## src/rtl/rcs_pkg.sv

```systemverilog
package rcs_pkg;

    localparam int MAG_W = 9;
    localparam int PULSE_W = 8;

    // two-bit auxiliary clock select codes
    localparam logic [1:0] SEL_FLAG = 2'h0;
    localparam logic [1:0] SEL_COPY = 2'h1;
    localparam logic [1:0] SEL_DIV2 = 2'h2;
    localparam logic [1:0] SEL_DIV4 = 2'h3;

    localparam logic [PULSE_W-1:0] PULSE_RESET = 8'h00;
    localparam logic [1:0] DIV_RESET = 2'h0;

    typedef enum logic [1:0] {
        RCS_FLAG,
        RCS_COPY,
        RCS_DIV2,
        RCS_DIV4
    } rcs_pin_mode_e;

endpackage

```

## src/rtl/rcs_ref_clock_select.sv

```systemverilog
// Function
// - channel D overrange output goes high when magnitude exceeds threshold
// - asserted overrange stays high at least the programmed minimum pulse length
// - channel D pin carries auxiliary clock when selected, synthesizer enabled, channel C clock on, no power-down and output enabled
// - select bits low or output disabled: channel D pin carries overrange flag
// - any strap select bit set: channel D gives undivided reference copy
// - divide-by-two or four on channel D only through register override
// - channel D clock only while channel C also produces a clock
// - power-down stops repeated reference and both auxiliary clock outputs
// - synthesizer enable high generates sampling clock; low disables and bypasses
// - reference select high picks single-ended input, low picks differential
// - repeated reference output reproduces the selected reference input
// - select one copy, two divide-by-two, three divide-by-four on channel C
`timescale 1ns/1ns
module rcs_ref_clock_select (
    input  wire logic                        clk,
    input  wire logic                        reset_n,
    input  wire logic                        clk_en,
    input  wire logic                        power_down_in,
    input  wire logic                        synth_enable_in,
    input  wire logic                        ref_input_select,
    input  wire logic                        single_ended_ref_in,
    input  wire logic                        diff_ref_in,
    input  wire logic [1:0]                  aux_clock_select,
    input  wire logic                        override_enable,
    input  wire logic [1:0]                  override_select_c,
    input  wire logic [1:0]                  override_select_d,
    input  wire logic                        clock_out_disable,
    input  wire logic [rcs_pkg::MAG_W-1:0]   magnitude_c,
    input  wire logic [rcs_pkg::MAG_W-1:0]   magnitude_d,
    input  wire logic [rcs_pkg::MAG_W-1:0]   overrange_threshold,
    input  wire logic [rcs_pkg::PULSE_W-1:0] overrange_min_pulse,
    output logic                             aux_out_c,
    output logic                             aux_out_d,
    output logic                             ref_clock_repeat_out,
    output logic                             sample_clock_out,
    output logic                             synth_active,
    output logic                             synth_bypass
);

    function automatic rcs_pkg::rcs_pin_mode_e code_to_mode(input logic [1:0] code);
        case (code)
            rcs_pkg::SEL_COPY: code_to_mode = rcs_pkg::RCS_COPY;
            rcs_pkg::SEL_DIV2: code_to_mode = rcs_pkg::RCS_DIV2;
            rcs_pkg::SEL_DIV4: code_to_mode = rcs_pkg::RCS_DIV4;
            default:           code_to_mode = rcs_pkg::RCS_FLAG;
        endcase
    endfunction

    function automatic logic pin_value(
            input rcs_pkg::rcs_pin_mode_e mode,
            input logic                   flag,
            input logic                   copy,
            input logic                   div2,
            input logic                   div4);
        case (mode)
            rcs_pkg::RCS_COPY: pin_value = copy;
            rcs_pkg::RCS_DIV2: pin_value = div2;
            rcs_pkg::RCS_DIV4: pin_value = div4;
            default:           pin_value = flag;
        endcase
    endfunction

    function automatic logic [rcs_pkg::PULSE_W-1:0] next_hold(
            input logic                        over,
            input logic [rcs_pkg::PULSE_W-1:0] cnt,
            input logic [rcs_pkg::PULSE_W-1:0] min_pulse);
        if (over) begin
            next_hold = min_pulse;
        end else if (cnt != rcs_pkg::PULSE_RESET) begin
            next_hold = cnt - 8'h01;
        end else begin
            next_hold = rcs_pkg::PULSE_RESET;
        end
    endfunction

    logic                        ref_prev;
    logic [1:0]                  div_count;
    logic [rcs_pkg::PULSE_W-1:0] hold_c;
    logic [rcs_pkg::PULSE_W-1:0] hold_d;
    rcs_pkg::rcs_pin_mode_e      mode_c;
    rcs_pkg::rcs_pin_mode_e      mode_d;

    // reference selection
    // input choice
    wire selected_ref = ref_input_select ? single_ended_ref_in : diff_ref_in;
    // synthesizer on uses selected reference; off bypasses to differential clock
    // bypass path relies on the differential input only
    wire next_sample_clock = synth_enable_in ? selected_ref : diff_ref_in;
    wire ref_rise = selected_ref & ~ref_prev;

    // counter advancing on reference rising edges
    wire [1:0] next_div_count = ref_rise ? div_count + 2'h1 : div_count;
    wire       div2_level = div_count[0];
    wire       div4_level = div_count[1];

    wire over_c = magnitude_c > overrange_threshold;
    wire over_d = magnitude_d > overrange_threshold;
    wire flag_c = over_c | (hold_c != rcs_pkg::PULSE_RESET);
    wire flag_d = over_d | (hold_d != rcs_pkg::PULSE_RESET);

    // power-down and enables gate both auxiliary clock outputs
    wire clocks_allowed = synth_enable_in & ~power_down_in & ~clock_out_disable;
    // channel C request from strap or override
    wire [1:0] code_c = override_enable ? override_select_c : aux_clock_select;
    wire       clock_c_on = clocks_allowed & (code_c != rcs_pkg::SEL_FLAG);
    // strap gives only the undivided copy; dividers only by override
    wire [1:0] code_d = override_enable ? override_select_d :
                        ((aux_clock_select != rcs_pkg::SEL_FLAG) ? rcs_pkg::SEL_COPY
                                                                 : rcs_pkg::SEL_FLAG);
    // channel D clock needs channel C clock
    wire clock_d_on = clocks_allowed & clock_c_on & (code_d != rcs_pkg::SEL_FLAG);

    // flag mode whenever the clock is not requested
    wire rcs_pkg::rcs_pin_mode_e want_c = clock_c_on ? code_to_mode(code_c)
                                                     : rcs_pkg::RCS_FLAG;
    wire rcs_pkg::rcs_pin_mode_e want_d = clock_d_on ? code_to_mode(code_d)
                                                     : rcs_pkg::RCS_FLAG;

    // switch only when current pin and new source are both low
    wire new_src_c = pin_value(want_c, flag_c, selected_ref, div2_level, div4_level);
    wire new_src_d = pin_value(want_d, flag_d, selected_ref, div2_level, div4_level);
    wire safe_c = ~aux_out_c & ~new_src_c;
    wire safe_d = ~aux_out_d & ~new_src_d;
    wire rcs_pkg::rcs_pin_mode_e next_mode_c = safe_c ? want_c : mode_c;
    wire rcs_pkg::rcs_pin_mode_e next_mode_d = safe_d ? want_d : mode_d;

    // a clock mode being left under power-down drops to low at once
    wire drop_c = power_down_in & (mode_c != rcs_pkg::RCS_FLAG);
    wire drop_d = power_down_in & (mode_d != rcs_pkg::RCS_FLAG);
    wire next_aux_c = drop_c ? 1'b0 :
                      pin_value(next_mode_c, flag_c, selected_ref, div2_level, div4_level);
    wire next_aux_d = drop_d ? 1'b0 :
                      pin_value(next_mode_d, flag_d, selected_ref, div2_level, div4_level);

    // repeated reference, present when synthesizer on and not powered down
    wire next_repeat = selected_ref & synth_enable_in & ~power_down_in;

    always_ff @(posedge clk or negedge reset_n) begin
        if (!reset_n) begin
            ref_prev <= 1'b0;
            div_count <= rcs_pkg::DIV_RESET;
        end else if (clk_en) begin
            ref_prev <= selected_ref;
            div_count <= next_div_count;
        end
    end

    always_ff @(posedge clk or negedge reset_n) begin
        if (!reset_n) begin
            hold_c <= rcs_pkg::PULSE_RESET;
            hold_d <= rcs_pkg::PULSE_RESET;
        end else if (clk_en) begin
            hold_c <= next_hold(over_c, hold_c, overrange_min_pulse);
            hold_d <= next_hold(over_d, hold_d, overrange_min_pulse);
        end
    end

    // pin source selection state
    always_ff @(posedge clk or negedge reset_n) begin
        if (!reset_n) begin
            mode_c <= rcs_pkg::RCS_FLAG;
            mode_d <= rcs_pkg::RCS_FLAG;
        end else if (clk_en) begin
            mode_c <= drop_c ? rcs_pkg::RCS_FLAG : next_mode_c;
            mode_d <= drop_d ? rcs_pkg::RCS_FLAG : next_mode_d;
        end
    end

    // registered pin outputs
    always_ff @(posedge clk or negedge reset_n) begin
        if (!reset_n) begin
            aux_out_c <= 1'b0;
            aux_out_d <= 1'b0;
        end else if (clk_en) begin
            aux_out_c <= next_aux_c;
            aux_out_d <= next_aux_d;
        end
    end

    always_ff @(posedge clk or negedge reset_n) begin
        if (!reset_n) begin
            ref_clock_repeat_out <= 1'b0;
        end else if (clk_en) begin
            ref_clock_repeat_out <= next_repeat;
        end
    end

    always_ff @(posedge clk or negedge reset_n) begin
        if (!reset_n) begin
            sample_clock_out <= 1'b0;
        end else if (clk_en) begin
            sample_clock_out <= next_sample_clock;
        end
    end

    always_ff @(posedge clk or negedge reset_n) begin
        if (!reset_n) begin
            synth_active <= 1'b0;
        end else if (clk_en) begin
            synth_active <= synth_enable_in & ~power_down_in;
        end
    end

    always_ff @(posedge clk or negedge reset_n) begin
        if (!reset_n) begin
            synth_bypass <= 1'b0;
        end else if (clk_en) begin
            synth_bypass <= ~synth_enable_in;
        end
    end

endmodule

```

## config.mk

```make
export PLATFORM = sky130hd
export DESIGN_NAME = rcs_ref_clock_select
export DESIGN_NICKNAME = d
export VERILOG_FILES = /design/src/rtl/rcs_pkg.sv /design/src/rtl/rcs_ref_clock_select.sv
export SDC_FILE = /design/constraint.sdc
export NUM_CORES = 1
export LEC_CHECK = 0
export ABC_CLOCK_PERIOD_IN_PS = 7540
export BUFFER_PORTS_ARGS = -buffer_cell sky130_fd_sc_hd__buf_2
export CELL_PAD_IN_SITES_DETAIL_PLACEMENT = 2
export CELL_PAD_IN_SITES_GLOBAL_PLACEMENT = 2
export CORE_ASPECT_RATIO = 0.8
export CORE_MARGIN = 2
export CORE_UTILIZATION = 34
export DETAILED_ROUTE_END_ITERATION = 6
export GPL_TIMING_DRIVEN = 0
export PLACE_DENSITY = 0.94
export SYNTH_ARGS = -nofsm -noshare
export SYNTH_HDL_FRONTEND = slang
export SYNTH_SLANG_ARGS = --single-unit
```

## constraint.sdc

```tcl
create_clock -name clk -period 7.54 [get_ports clk]
set_clock_uncertainty 0.2 [all_clocks]
set_input_delay 0.377 -clock clk [delete_from_list [all_inputs] [get_ports clk]]
set_output_delay 0.377 -clock clk [all_outputs]
set_load 0.05 [all_outputs]
```

Word-level counts from Yosys, hierarchy flattened:

Cells that the tools add are included.

* register bits after elaboration: 29
* logic and storage cells: 88

* add/subtract/negate cells: 3
* magnitude comparators: 2
* equal/unequal tests: 18
* multiplexer cells: 23
* bitwise operators: 22
* reductions and logical operators: 8

Operators by type and width (number)
* $mux W8: 4
* $eq A2 B2 Y1 const B: 12
* $gt A9 B9 Y1: 2
* $mux W2: 8
* $reduce_bool A8 Y1: 2
* $sub A8 B1 Y8 const B: 2
* $and A1 B1 Y1: 12
* $eq A2 B1 Y1 const B: 6
* $pmux W1 S3: 4
* $pmux W2 S3: 2
* $reduce_bool A2 Y1: 5
* $not A1 Y1: 8
* $mux W1: 5
* $add A2 B1 Y2 const B: 1
* $or A1 B1 Y1: 2
* $reduce_and A2 Y1: 1

Longest topological paths before layout:

Gate-level depths: netlist (run 1).

* depth after elaboration: 15
* mapped depth: 10
* mapped depth without buffers: 9

Least setup slack after synthesis (run 1):

No wires, ideal clock.

* kind: register -> register
* start: register hold_c[0] (netlist bit)
* end: register aux_out_c
* setup time: 135 ps
* arrival: 2264 ps
* data required time: 7205 ps
* slack: 4941 ps
* stages on the path, launching flop included: 10
* buffers on the path: 0
* clock period less this slack: 2599 ps
* path through: dfrtp_1 > inv_1 > ha_1 > or3b_2 > nor4_2 > and2b_1 > o221ai_1 > a311oi_1 > nand2b_1 > o221ai_2

* longest elaborated chain between the ends: 9
* elaborated cells on any way between the ends: 11
* those cells by class: 3 x eq/ne; 4 x mux; 3 x bitwise; 1 x reduce/logical

RTL lines
* from (decl): line rcs_ref_clock_select.sv:79 `logic [rcs_pkg::PULSE_W-1:0] hold_c;`
* from (signal assigned): line rcs_ref_clock_select.sv:151 `hold_c <= rcs_pkg::PULSE_RESET;`
* from (signal assigned): line rcs_ref_clock_select.sv:154 `hold_c <= next_hold(over_c, hold_c, overrange_min_pulse);`
* $reduce_bool A8 Y1 *: line rcs_ref_clock_select.sv:99 `wire flag_c = over_c | (hold_c != rcs_pkg::PULSE_RESET);`
* $or A1 B1 Y1 *: line rcs_ref_clock_select.sv:99
* $pmux W1 S3: line rcs_ref_clock_select.sv:56 `case (mode)`
* $not A1 Y1: line rcs_ref_clock_select.sv:123 `wire safe_c = ~aux_out_c & ~new_src_c;`
* $and A1 B1 Y1: line rcs_ref_clock_select.sv:123
* $mux W2: line rcs_ref_clock_select.sv:125 `wire rcs_pkg::rcs_pin_mode_e next_mode_c = safe_c ? want_c : mode_c;`
* $eq A2 B2 Y1 or $eq A2 B1 Y1 (tied branches): line rcs_ref_clock_select.sv:56
* $pmux W1 S3 *: line rcs_ref_clock_select.sv:56
* $mux W1 *: line rcs_ref_clock_select.sv:131 `wire next_aux_c = drop_c ? 1'b0 :`
* to (signal assigned): line rcs_ref_clock_select.sv:176 `aux_out_c <= next_aux_c;`
* to (decl): line rcs_ref_clock_select.sv:33 `output logic aux_out_c,`

Every way passes the cells marked *; elsewhere a longest branch is shown, timed or not.
A chain may end at the register's enable or synchronous reset.

Worst setup path in the final report (run 1):

Ends and elaborated chain as after synthesis.

==> impl_results.rst, run 1 <==
.. list-table::
   :header-rows: 1

   * - Metric
     - Value
   * - Outcome
     - finished clean
   * - RSZ-0062 raised after global routing
     - no
   * - Buffers added on ports
     - 56
   * - Fmax
     - 0.317 GHz
   * - Residual overflow from global routing
     - 0
   * - Synth Warn #
     - 0
   * - Hold Vio Cnt, Final
     - 0
   * - Data required time of the critical path
     - 7.52 ns
   * - Largest buffer count on any clock path
     - 2
   * - Final Hold Slack
     - 0.150 ns
   * - VDD IR max
     - 0.111 mV
   * - Number of slew-limit violations in the final report
     - 0
   * - Max-cap violation count
     - 0
   * - CTS HTree Levels
     - 2
   * - Die ar.
     - 0.00775 sq mm
   * - Instance count along the most critical hold path
     - 2
   * - Via count
     - 2517
   * - Number of flip-flops and latches in the synthesized netlist
     - 29
   * - Syn nets
     - 366
   * - Number of detailed-routing iterations run before antenna repair
     - 4
   * - Total CTS buffers
     - 5
   * - Width of the chip
     - 97.9 um
   * - Post-layout utilization of the core
     - 42.1%
   * - Distinct cell type count after synthesis
     - 58
   * - Setup total negative slack
     - 0 ns
   * - Number of buffers inserted by post-CTS setup repair
     - 0
   * - Type of element launching the critical path
     - register
   * - Final standard cell area without fillers
     - 0.00288 sq mm
   * - Initial standard-cell utilization of the core
     - 35.0%
   * - Filler cell count in the final layout
     - 828
   * - Class of the most critical setup path
     - reg2reg
   * - Commonest non-fill, non-tap cell in the layout
     - sky130_fd_sc_hd__buf_2
   * - I/O pin count
     - 57
   * - Routed WL
     - 8440 um
   * - Final antenna diode count
     - 0
   * - Post-detailed-placement half-perimeter wirelength
     - 6530 um
   * - CTS tree
     - yes
   * - Combined area of all synthesized cells
     - 0.00240 sq mm
   * - Post-route DRC violation count
     - 0
   * - Clock transition time at the flip-flop clock pins of the worst setup and hold paths
     - 0.08 ns
   * - Predominant post-synthesis flop cell
     - sky130_fd_sc_hd__dfrtp_1
   * - Tmin final
     - 3.15 ns
   * - Clock latency on the worst-skew pair
     - 0.30 ns
   * - Count of flip-flops with a built-in enable after synthesis
     - 0
   * - Antenna Nets Post-Route
     - 0
   * - Routability Congestion
     - 0.836
   * - Layout cells sized above 1
     - 21.7%
   * - Hold/Removal Path Class
     - in2reg
   * - Average wire length per cell after detail routing
     - 18.9 um
   * - Number of sinks on the clock net
     - 29
   * - Layout Nets
     - 430
   * - Setup crit end kind
     - register
   * - Pin count of the biggest net entering global routing
     - 30
   * - First DRT Iteration DRCs
     - 66
   * - Total track usage
     - 23.4%
   * - Vert. Die Dim
     - 79.1 um
   * - Async set-or-reset flop fraction in the synthesized netlist
     - 100%
   * - Clock tree root buffer cell
     - sky130_fd_sc_hd__clkbuf_8
   * - Avg Synthesized Cell Area
     - 8.13 sq um
   * - Path depth of the worst reg2reg path
     - 9
   * - Highest-count cells in the layout ignoring fill and taps
     - sky130_fd_sc_hd__buf_2 (57), sky130_fd_sc_hd__o21ai_0 (33), sky130_fd_sc_hd__dfrtp_1 (29)
   * - Fraction of the yosys area taken by sequential cells
     - 30.3%
   * - Peak fanout along the critical path
     - 5
   * - Initial antenna violation count
     - 0
   * - Max-slew headroom at the worst pin
     - 35.3%
   * - Post-detailed-placement cell area
     - 0.00279 sq mm
   * - Ratio of routed vias to standard cells
     - 5.63
   * - Setup violation total in the final timing report
     - 0
   * - PD cells
     - 226 mW/mm^2
   * - Cell count after synthesis
     - 295
   * - First-pass GRT wire length
     - 14400 um
   * - Data arrival time of the worst path
     - 3.14 ns
   * - Vias in the first global route
     - 2822
   * - Area growth from synthesis to layout
     - 20.2%
   * - Static leakage power
     - 0.00136 uW
   * - Area inside the core boundary
     - 0.00686 sq mm
   * - Slew at the pin with the worst max-slew slack
     - 0.944 ns
   * - Rows
     - 27
   * - Final worst-path cycle share
     - 41.8%
## Yosys cell counts (3+ instances only)
library cell,instances,area [sq um]
sky130_fd_sc_hd__a211oi_1,4,30.0
sky130_fd_sc_hd__nand3_1,4,20.0
sky130_fd_sc_hd__dfrtp_1,29,726
sky130_fd_sc_hd__o21ai_0,33,165
sky130_fd_sc_hd__o2111ai_1,3,26.3
sky130_fd_sc_hd__nand2_1,22,82.6
sky130_fd_sc_hd__clkbuf_1,7,26.3
sky130_fd_sc_hd__a22oi_1,3,22.5
sky130_fd_sc_hd__inv_1,28,105
sky130_fd_sc_hd__nor2_1,24,90.1
sky130_fd_sc_hd__nor3_1,10,50.1
sky130_fd_sc_hd__buf_4,3,22.5
sky130_fd_sc_hd__nor2b_1,3,18.8
sky130_fd_sc_hd__o31ai_1,4,30.0
sky130_fd_sc_hd__mux2i_1,6,60.1
sky130_fd_sc_hd__or3_1,3,18.8
sky130_fd_sc_hd__ha_1,20,250
sky130_fd_sc_hd__nor4_1,4,25.0
sky130_fd_sc_hd__and4_1,4,35.0
sky130_fd_sc_hd__a22o_1,7,61.3
sky130_fd_sc_hd__a21o_1,3,22.5
sky130_fd_sc_hd__a21oi_1,22,110
sky130_fd_sc_hd__nand2b_1,5,31.3
## registers in the layout, summed over array words and instances (netlist names)
register              count
aux_out_c                 1
aux_out_d                 1
div_count                 2
hold_c                    8
hold_d                    8
mode_c                    2
mode_d                    2
ref_clock_repeat_out      1
ref_prev                  1
sample_clock_out          1
synth_active              1
synth_bypass              1
## path summary, 6_finish.rpt
check | endpoint | slack [ns] | startpoint
setup / recovery | aux_out_c$_DFFE_PN0P_ | 4.39 | hold_c[0]$_DFFE_PN0P_
hold / removal | synth_bypass$_DFFE_PN0P_ | 0.15 | synth_enable_in
setup reg to reg | aux_out_c$_DFFE_PN0P_ | 4.39 | hold_c[0]$_DFFE_PN0P_
hold reg to reg | sample_clock_out$_DFFE_PN0P_ | 0.29 | sample_clock_out$_DFFE_PN0P_
max in group asynchronous | hold_c[1]$_DFFE_PN0P_ | 6.21 | reset_n
min in group asynchronous | aux_out_d$_DFFE_PN0P_ | 0.45 | reset_n
## worst max-delay path, stage by stage (launching register included)
cell	delay, ns
sky130_fd_sc_hd__dfrtp_1	0.40
sky130_fd_sc_hd__inv_1	0.09
sky130_fd_sc_hd__ha_1	0.19
sky130_fd_sc_hd__or3b_2	0.50
sky130_fd_sc_hd__nor4_2	0.25
sky130_fd_sc_hd__and2b_1	0.30
sky130_fd_sc_hd__o221ai_1	0.34
sky130_fd_sc_hd__a311oi_1	0.43
sky130_fd_sc_hd__nand2b_1	0.22
sky130_fd_sc_hd__o221ai_2	0.11
## cell type report
class	instances	area, sq um	area share (%)
flip-flops and latches	29	726	25.2
repair buffers	57	290	10.1
multi-input cells	227	1510	52.5
well taps	87	109	3.77
plain buffers	11	53.8	1.87
clock inverters	3	17.5	0.607
inverters	28	105	3.64
clock buffers	5	68.8	2.39
## logic make-up (layout without fill, tap and decap cells)
kind of cell	count (synthesis)	after routing	share of synthesized area, %
xor gates and xnor gates	2	2	0.730
muxes	6	6	2.50
buffers and inverters	39	104	6.62
and+or+nand+nor	95	95	20.8
DFF	29	29	30.3
AOI/OAI and AO/OA	104	104	28.6
adders and majority gates	20	20	10.4
## repair_timing
item | CTS | global route
hold endpoints to repair | 29 | 0
hold buffers | 1 | 0
gates resized for setup | 0 | 0
## power breakdown
group          internal (uW)  leakage (uW)  switching, uW  total [uW]
logic                    108      0.000965            166         273
registers                198      0.000355           44.5         243
clock network           63.6     0.0000439           70.8         134
total                    369       0.00136            281         651
## metrics by stage
step	instances	total power [uW]	worst slack, ns
finish	447	651	4.39
global route	447	705	4.20
CTS	447	654	4.43
detailed placement	438	516	4.44
global placement	438	494	4.50
floorplan	295	425	4.94
## per-layer routing
layer | vias to the layer above | global-route usage (%) | share of wire (%)
met4 | 0 | 4.72 | 0.92
li1 | 1207 | - | -
met1 | 1255 | 29.0 | 44
met5 | - | 0 | 0
met3 | 9 | 4.31 | 3.5
met2 | 46 | 42.6 | 51
No activity file was read; power rests on OpenSTA's default activity.
==> inputs of run 2 (changes only) <==
ABC_CLOCK_PERIOD_IN_PS = 3100   (was 7540)
CORE_UTILIZATION = 31   (was 34)
PLACE_DENSITY = 0.87   (was 0.94)
clock period = 3.1 ns   (was 7.54 ns; I/O delays follow)
==> run 2 against run 1 <==
First-iteration DRC count down 53%. Count of clock-buffer cells in the layout up 1. Sequential share of layout area down 0.92 points. Die area up 9.2%. Critical path type unchanged. Worst setup slack worse by 4.2 ns. Core utilization down 1.9 points. Flip-flop and latch count unchanged. Wire length down 2.1%. Maximum frequency up 7.2%. Power up 140%. Global-route usage down 2.1 points. Combinational power up 150%.
==> impl_results.rst, run 2 (same netlist as run 1, synthesis figures left out) <==
.. list-table::
   :header-rows: 1

   * - Metric
     - Value
   * - Outcome
     - finished clean
   * - Rows
     - 28
   * - CTS HTree Levels
     - 2
   * - Worst slack at placement
     - -0.0502 ns
   * - Post-detailed-placement half-perimeter wirelength
     - 6360 um
   * - Number of slew-limit violations in the final report
     - 0
   * - Final antenna diode count
     - 0
   * - Fmax
     - 0.340 GHz
   * - Antenna Nets Post-Route
     - 0
   * - Layout cells sized above 1
     - 22.7%
   * - Die ar.
     - 0.00846 sq mm
   * - I/O pin count
     - 57
   * - Static leakage power
     - 0.00139 uW
   * - Gate power share
     - 42.5%
   * - Crit-path cells
     - inv_1 > ha_1 > or3b_2 > nor4_2 > and2b_2 > o221ai_2 > a311oi_2 > nand2b_1 > o221ai_2
   * - Pin count of the biggest net entering global routing
     - 30
   * - Hold Vio Cnt, Final
     - 0
   * - Delay of the slowest critical-path stage
     - 0.50 ns
   * - Max-slew headroom at the worst pin
     - 34.9%
   * - Average wire length per cell after detail routing
     - 17.5 um
   * - First-pass GRT wire length
     - 13900 um
   * - Final worst-path cycle share
     - 94.9%
   * - Via count
     - 2525
   * - Routability Congestion
     - 0.752
   * - Post-layout worst setup margin
     - 0.159 ns
   * - Tmin final
     - 2.94 ns
   * - CTS tree
     - yes
   * - Initial standard-cell utilization of the core
     - 32.1%
   * - Initial antenna violation count
     - 0
   * - Critical path origin
     - hold_c[0]$_DFFE_PN0P_
   * - Filler cell count in the final layout
     - 911
   * - Post-route DRC violation count
     - 0
   * - Layout Nets
     - 436
   * - First DRT Iteration DRCs
     - 31
   * - Peak fanout along the critical path
     - 5
   * - Area growth from synthesis to layout
     - 24.8%
   * - Area inside the core boundary
     - 0.00746 sq mm
   * - Vias in the first global route
     - 2802
   * - Vert. Die Dim
     - 82.7 um
   * - Post-layout power
     - 1580 uW
   * - Reg-to-reg critical path startpoint
     - hold_c[0]$_DFFE_PN0P_
   * - PD cells
     - 529 mW/mm^2
   * - Data arrival time of the worst path
     - 2.90 ns
   * - Area used by multi-input combinational logic
     - 0.00155 sq mm
   * - Buffers added on ports
     - 56
   * - Number of detailed-routing iterations run before antenna repair
     - 4
   * - Total CTS buffers
     - 5
   * - Routed WL
     - 8260 um
   * - FF+latch area
     - 726 sq um
   * - Regs by FF count
     - hold_c (8), hold_d (8)
   * - Hold/Removal Path Class
     - in2reg
   * - Setup total negative slack
     - 0 ns
   * - Reported net switching power
     - 673 uW
   * - Clock group share of total power
     - 19.6%
   * - Clock latency on the worst-skew pair
     - 0.28 ns
   * - Clock tree root buffer cell
     - sky130_fd_sc_hd__clkbuf_8
   * - Largest buffer count on any clock path
     - 2
   * - Residual overflow from global routing
     - 0
   * - Cell with the largest stage delay on the worst path
     - sky130_fd_sc_hd__or3b_2
   * - Commonest non-fill, non-tap cell in the layout
     - sky130_fd_sc_hd__buf_2
   * - Highest-count cells in the layout ignoring fill and taps
     - sky130_fd_sc_hd__buf_2 (57), sky130_fd_sc_hd__o21ai_0 (32), sky130_fd_sc_hd__dfrtp_1 (29)
   * - VDD IR max
     - 0.209 mV
   * - Ratio of routed vias to standard cells
     - 5.36
   * - Critical Path Most Common Cell
     - sky130_fd_sc_hd__o221ai_2
   * - Setup violation total in the final timing report
     - 0
   * - Total track usage
     - 21.3%
   * - Internal cell power
     - 909 uW
   * - Class of the most critical setup path
     - reg2reg
   * - Width of the chip
     - 102 um
   * - Sequential share of power
     - 37.9%
   * - Min-Delay Startpoint
     - overrange_min_pulse[7]
   * - Data required time of the critical path
     - 3.06 ns
   * - Switching share of power
     - 42.6%
   * - Clock transition time at the flip-flop clock pins of the worst setup and hold paths
     - 0.07 ns
   * - Slew at the pin with the worst max-slew slack
     - 0.950 ns
   * - Number of sinks on the clock net
     - 29
   * - Type of element launching the critical path
     - register
   * - Max-cap violation count
     - 0
   * - Setup crit end kind
     - register
==> run 2: changes by cell type in the layout (fill, tap and decap cells not counted), sizes merged <==
cell	delta
dlygate4sd3	+5
buf	+1
clkbuf	+1
clkinvlp	-1
==> run 2: path summary, 6_finish.rpt <==
check / to / slack, ns / depth (start not counted)
hold reg to reg: ref_clock_repeat_out$_DFFE_PN0P_ / 0.29 / 1
setup reg to reg: aux_out_c$_DFFE_PN0P_ / 0.16 / 9
setup / recovery: aux_out_c$_DFFE_PN0P_ / 0.16 / 9
min in group asynchronous: div_count[1]$_DFFE_PN0P_ / 0.25 / 2
hold / removal: hold_c[7]$_DFFE_PN0P_ / 0.0005 / 3
max in group asynchronous: hold_c[1]$_DFFE_PN0P_ / 2.00 / 2
==> run 2: cell type report <==
cell class,count,area share (%)
clock buffers,6,2.42
inverters,28,3.51
clock inverters,2,0.334
repair buffers,63,11.6
plain buffers,11,1.80
multi-input cells,227,51.7
flip-flops and latches,29,24.2
well taps,105,4.39
==> run 2: critical path: cells and delay by family (launching register included) <==
family / cells / cell delay (ns)
simple gates: 4 / 1.23
compound gates: 3 / 0.72
flops: 1 / 0.40
fa+ha+maj: 1 / 0.19
buf+inv: 1 / 0.09
==> run 2: power by group through the flow <==
stage / registers (uW) / logic (uW) / clock network (uW)
after floorplan: 617 / 418 / 0
final: 599 / 673 / 310
after global placement: 587 / 620 / 0
after global routing: 619 / 757 / 336
after CTS: 591 / 670 / 319
after detailed placement: 594 / 656 / 0
==> run 2: layer usage <==
metal	up-vias	share of wire [%]	GRT usage (%)
met5	-	0	0
met4	0	0.69	3.47
met3	6	2.9	4.04
met2	39	50	39.3
met1	1265	47	26.3
li1	1215	-	-
==> run 2: stage by stage <==
step | instances | hold WS, ns | util, % | instance area [sq um]
2_1_floorplan | 295 | -0.341 | - | 2400
3_3_place_gp | 456 | 0.0343 | 37.7 | 2810
3_5_place_dp | 456 | 0.0367 | 37.7 | 2810
4_1_cts | 470 | 0.00139 | 39.7 | 2970
5_1_grt | 471 | 0.00229 | 40.1 | 2990
6_report | 471 | 0.000513 | 40.1 | 2990
==> run 2: repair_timing <==
item                                   CTS  global route
resized for setup                        2             5
setup endpoints to repair                4             5
pin swaps                                0             1
endpoints found under the hold margin   34             0
setup buffers                            0             1
hold buffers                             6             0
==> inputs of run 3 (changes only) <==
ABC_CLOCK_PERIOD_IN_PS = 3150   (was 3100)
clock period = 3.15 ns   (was 3.1 ns; I/O delays follow)
==> run 3 against run 2 <==
Final cell count is 0.21% lower. Worst hold slack gained 0.0055 ns. Non-clock buffer count down 1. Combinational power fell by 3%. Critical path depth did not move. Sequential share of layout area grew 0.12 points. First-iteration DRC count is 32% higher. Sequential power down 2%. Flip-flop and latch count unchanged. Global-route usage shrank 0.31 points. Maximum frequency shrank 0.77%.
==> impl_results.rst, run 3 (same netlist as run 1, synthesis figures left out) <==
.. list-table::
   :header-rows: 1

   * - Metric
     - Value
   * - Ratio of routed vias to standard cells
     - 5.37
   * - Hold/Removal Path Class
     - in2reg
   * - Routed WL
     - 8080 um
   * - Slew at the pin with the worst max-slew slack
     - 0.948 ns
   * - Setup crit end kind
     - register
   * - Critical Path Most Common Cell
     - sky130_fd_sc_hd__o221ai_2
   * - Vert. Die Dim
     - 82.7 um
   * - I/O pin count
     - 57
   * - Clock tree root buffer cell
     - sky130_fd_sc_hd__clkbuf_8
   * - Total track usage
     - 21.0%
   * - Antenna Nets Post-Route
     - 0
   * - Pin count of the biggest net entering global routing
     - 30
   * - Number of slew-limit violations in the final report
     - 0
   * - Layout cells sized above 1
     - 21.9%
   * - Peak fanout along the critical path
     - 5
   * - Delay of the slowest critical-path stage
     - 0.50 ns
   * - Data arrival time of the worst path
     - 2.93 ns
   * - Width of the chip
     - 102 um
   * - Average wire length per cell after detail routing
     - 17.2 um
   * - Residual overflow from global routing
     - 0
   * - Regs by FF count
     - hold_c (8), hold_d (8)
   * - Post-layout worst setup margin
     - 0.187 ns
   * - Vias in the first global route
     - 2778
   * - Die ar.
     - 0.00846 sq mm
   * - CTS tree
     - yes
   * - Tmin final
     - 2.96 ns
   * - PD cells
     - 519 mW/mm^2
   * - Class of the most critical setup path
     - reg2reg
   * - Final Hold Slack
     - 0.00604 ns
   * - VDD IR max
     - 0.207 mV
   * - Type of element launching the critical path
     - register
   * - Post-route DRC violation count
     - 0
   * - Highest-count cells in the layout ignoring fill and taps
     - sky130_fd_sc_hd__buf_2 (57), sky130_fd_sc_hd__o21ai_0 (33), sky130_fd_sc_hd__dfrtp_1 (29)
   * - Initial antenna violation count
     - 0
   * - Final standard cell area without fillers
     - 0.00298 sq mm
   * - First-pass GRT wire length
     - 13800 um
   * - Post-detailed-placement half-perimeter wirelength
     - 6360 um
   * - Cell with the largest stage delay on the worst path
     - sky130_fd_sc_hd__or3b_2
   * - Commonest non-fill, non-tap cell in the layout
     - sky130_fd_sc_hd__buf_2
   * - Filler cell count in the final layout
     - 919
   * - Initial standard-cell utilization of the core
     - 32.1%
   * - RSZ-0062 raised after global routing
     - no
   * - Buffers added on ports
     - 56
   * - Clock latency on the worst-skew pair
     - 0.28 ns
   * - Fmax
     - 0.337 GHz
   * - Post-detailed-placement cell area
     - 0.00281 sq mm
   * - Final antenna diode count
     - 0
   * - Max-slew headroom at the worst pin
     - 35.0%
   * - Rows
     - 28
   * - Setup violation total in the final timing report
     - 0
   * - Number of sinks on the clock net
     - 29
   * - Area inside the core boundary
     - 0.00746 sq mm
   * - CTS HTree Levels
     - 2
   * - Layout Nets
     - 435
   * - First DRT Iteration DRCs
     - 41
   * - Crit-path cells
     - inv_1 > ha_1 > or3b_2 > nor4_2 > and2b_1 > o221ai_2 > a311oi_1 > nand2b_1 > o221ai_2
   * - Clock transition time at the flip-flop clock pins of the worst setup and hold paths
     - 0.07 ns
   * - Via count
     - 2525
   * - Hold Vio Cnt, Final
     - 0
   * - Max-cap violation count
     - 0
   * - Data required time of the critical path
     - 3.11 ns
   * - Total CTS buffers
     - 5
   * - Final worst-path cycle share
     - 94.1%
   * - Area growth from synthesis to layout
     - 24.2%
   * - Area used by multi-input combinational logic
     - 0.00154 sq mm
   * - Routability Congestion
     - 0.752
   * - Post-layout utilization of the core
     - 39.9%
   * - Worst slack at placement
     - -0.000194 ns
   * - FF+latch area
     - 726 sq um
   * - Post-layout power
     - 1550 uW
   * - Number of detailed-routing iterations run before antenna repair
     - 4
   * - Static leakage power
     - 0.00139 uW
   * - Outcome
     - finished clean
   * - Largest buffer count on any clock path
     - 2
## run 3: layout make-up
type                            instances  area share (%)
Buffer                                 11            1.81
Clock buffer                            6            2.44
Clock inverter                          2           0.336
Inverter                               28            3.53
Multi-Input combinational cell        227            51.7
Sequential cell                        29            24.4
Tap cell                              105            4.41
Timing Repair Buffer                   62            11.4
## run 3: report_power, final
part	internal [uW]	switching, uW	total (uW)	leakage, uW
registers	475	114	589	0.000355
clock network	153	153	306	0.0000450
logic	263	390	653	0.000988
total	891	656	1550	0.00139
## run 3: what timing repair did
item / in CTS / in global routing
endpoints found under the setup margin: 1 / 5
resized for setup: 1 / 3
buffers inserted: 0 / 0
hold endpoints to repair: 34 / 0
hold buffers: 6 / 0
## run 3: worst paths after layout
check / depth (start not counted) / from / slack, ns / end
min in group asynchronous: 2 / reset_n / 0.25 / div_count[1]$_DFFE_PN0P_
setup reg to reg: 9 / hold_c[0]$_DFFE_PN0P_ / 0.19 / aux_out_c$_DFFE_PN0P_
setup / recovery: 9 / hold_c[0]$_DFFE_PN0P_ / 0.19 / aux_out_c$_DFFE_PN0P_
max in group asynchronous: 2 / reset_n / 2.03 / hold_c[1]$_DFFE_PN0P_
hold / removal: 3 / overrange_min_pulse[7] / 0.006 / hold_c[7]$_DFFE_PN0P_
hold reg to reg: 1 / ref_clock_repeat_out$_DFFE_PN0P_ / 0.29 / ref_clock_repeat_out$_DFFE_PN0P_
## run 3: per-stage QoR
stage / instances / setup TNS (ns)
floorplan: 295 / 0
global placement: 456 / 0
detailed placement: 456 / -0.000194
CTS: 470 / 0
global route: 470 / 0
finish: 470 / 0
## run 3: worst max-delay path, delay by kind of cell (launching register included)
kind                       cells  cell delay [ns]
DFF                            1             0.40
and+or+nand+nor                4             1.25
adders and majority gates      1             0.19
buffers and inverters          1             0.09
AOI/OAI and AO/OA              3             0.70
## run 3: routing by layer
metal / global-route usage [%] / up-vias / wire length, um
li1: - / 1212 / -
met1: 26.4 / 1266 / 3860
met2: 38.3 / 40 / 3910
met3: 4.04 / 7 / 256
met4: 2.93 / 0 / 55
met5: 0 / - / 0
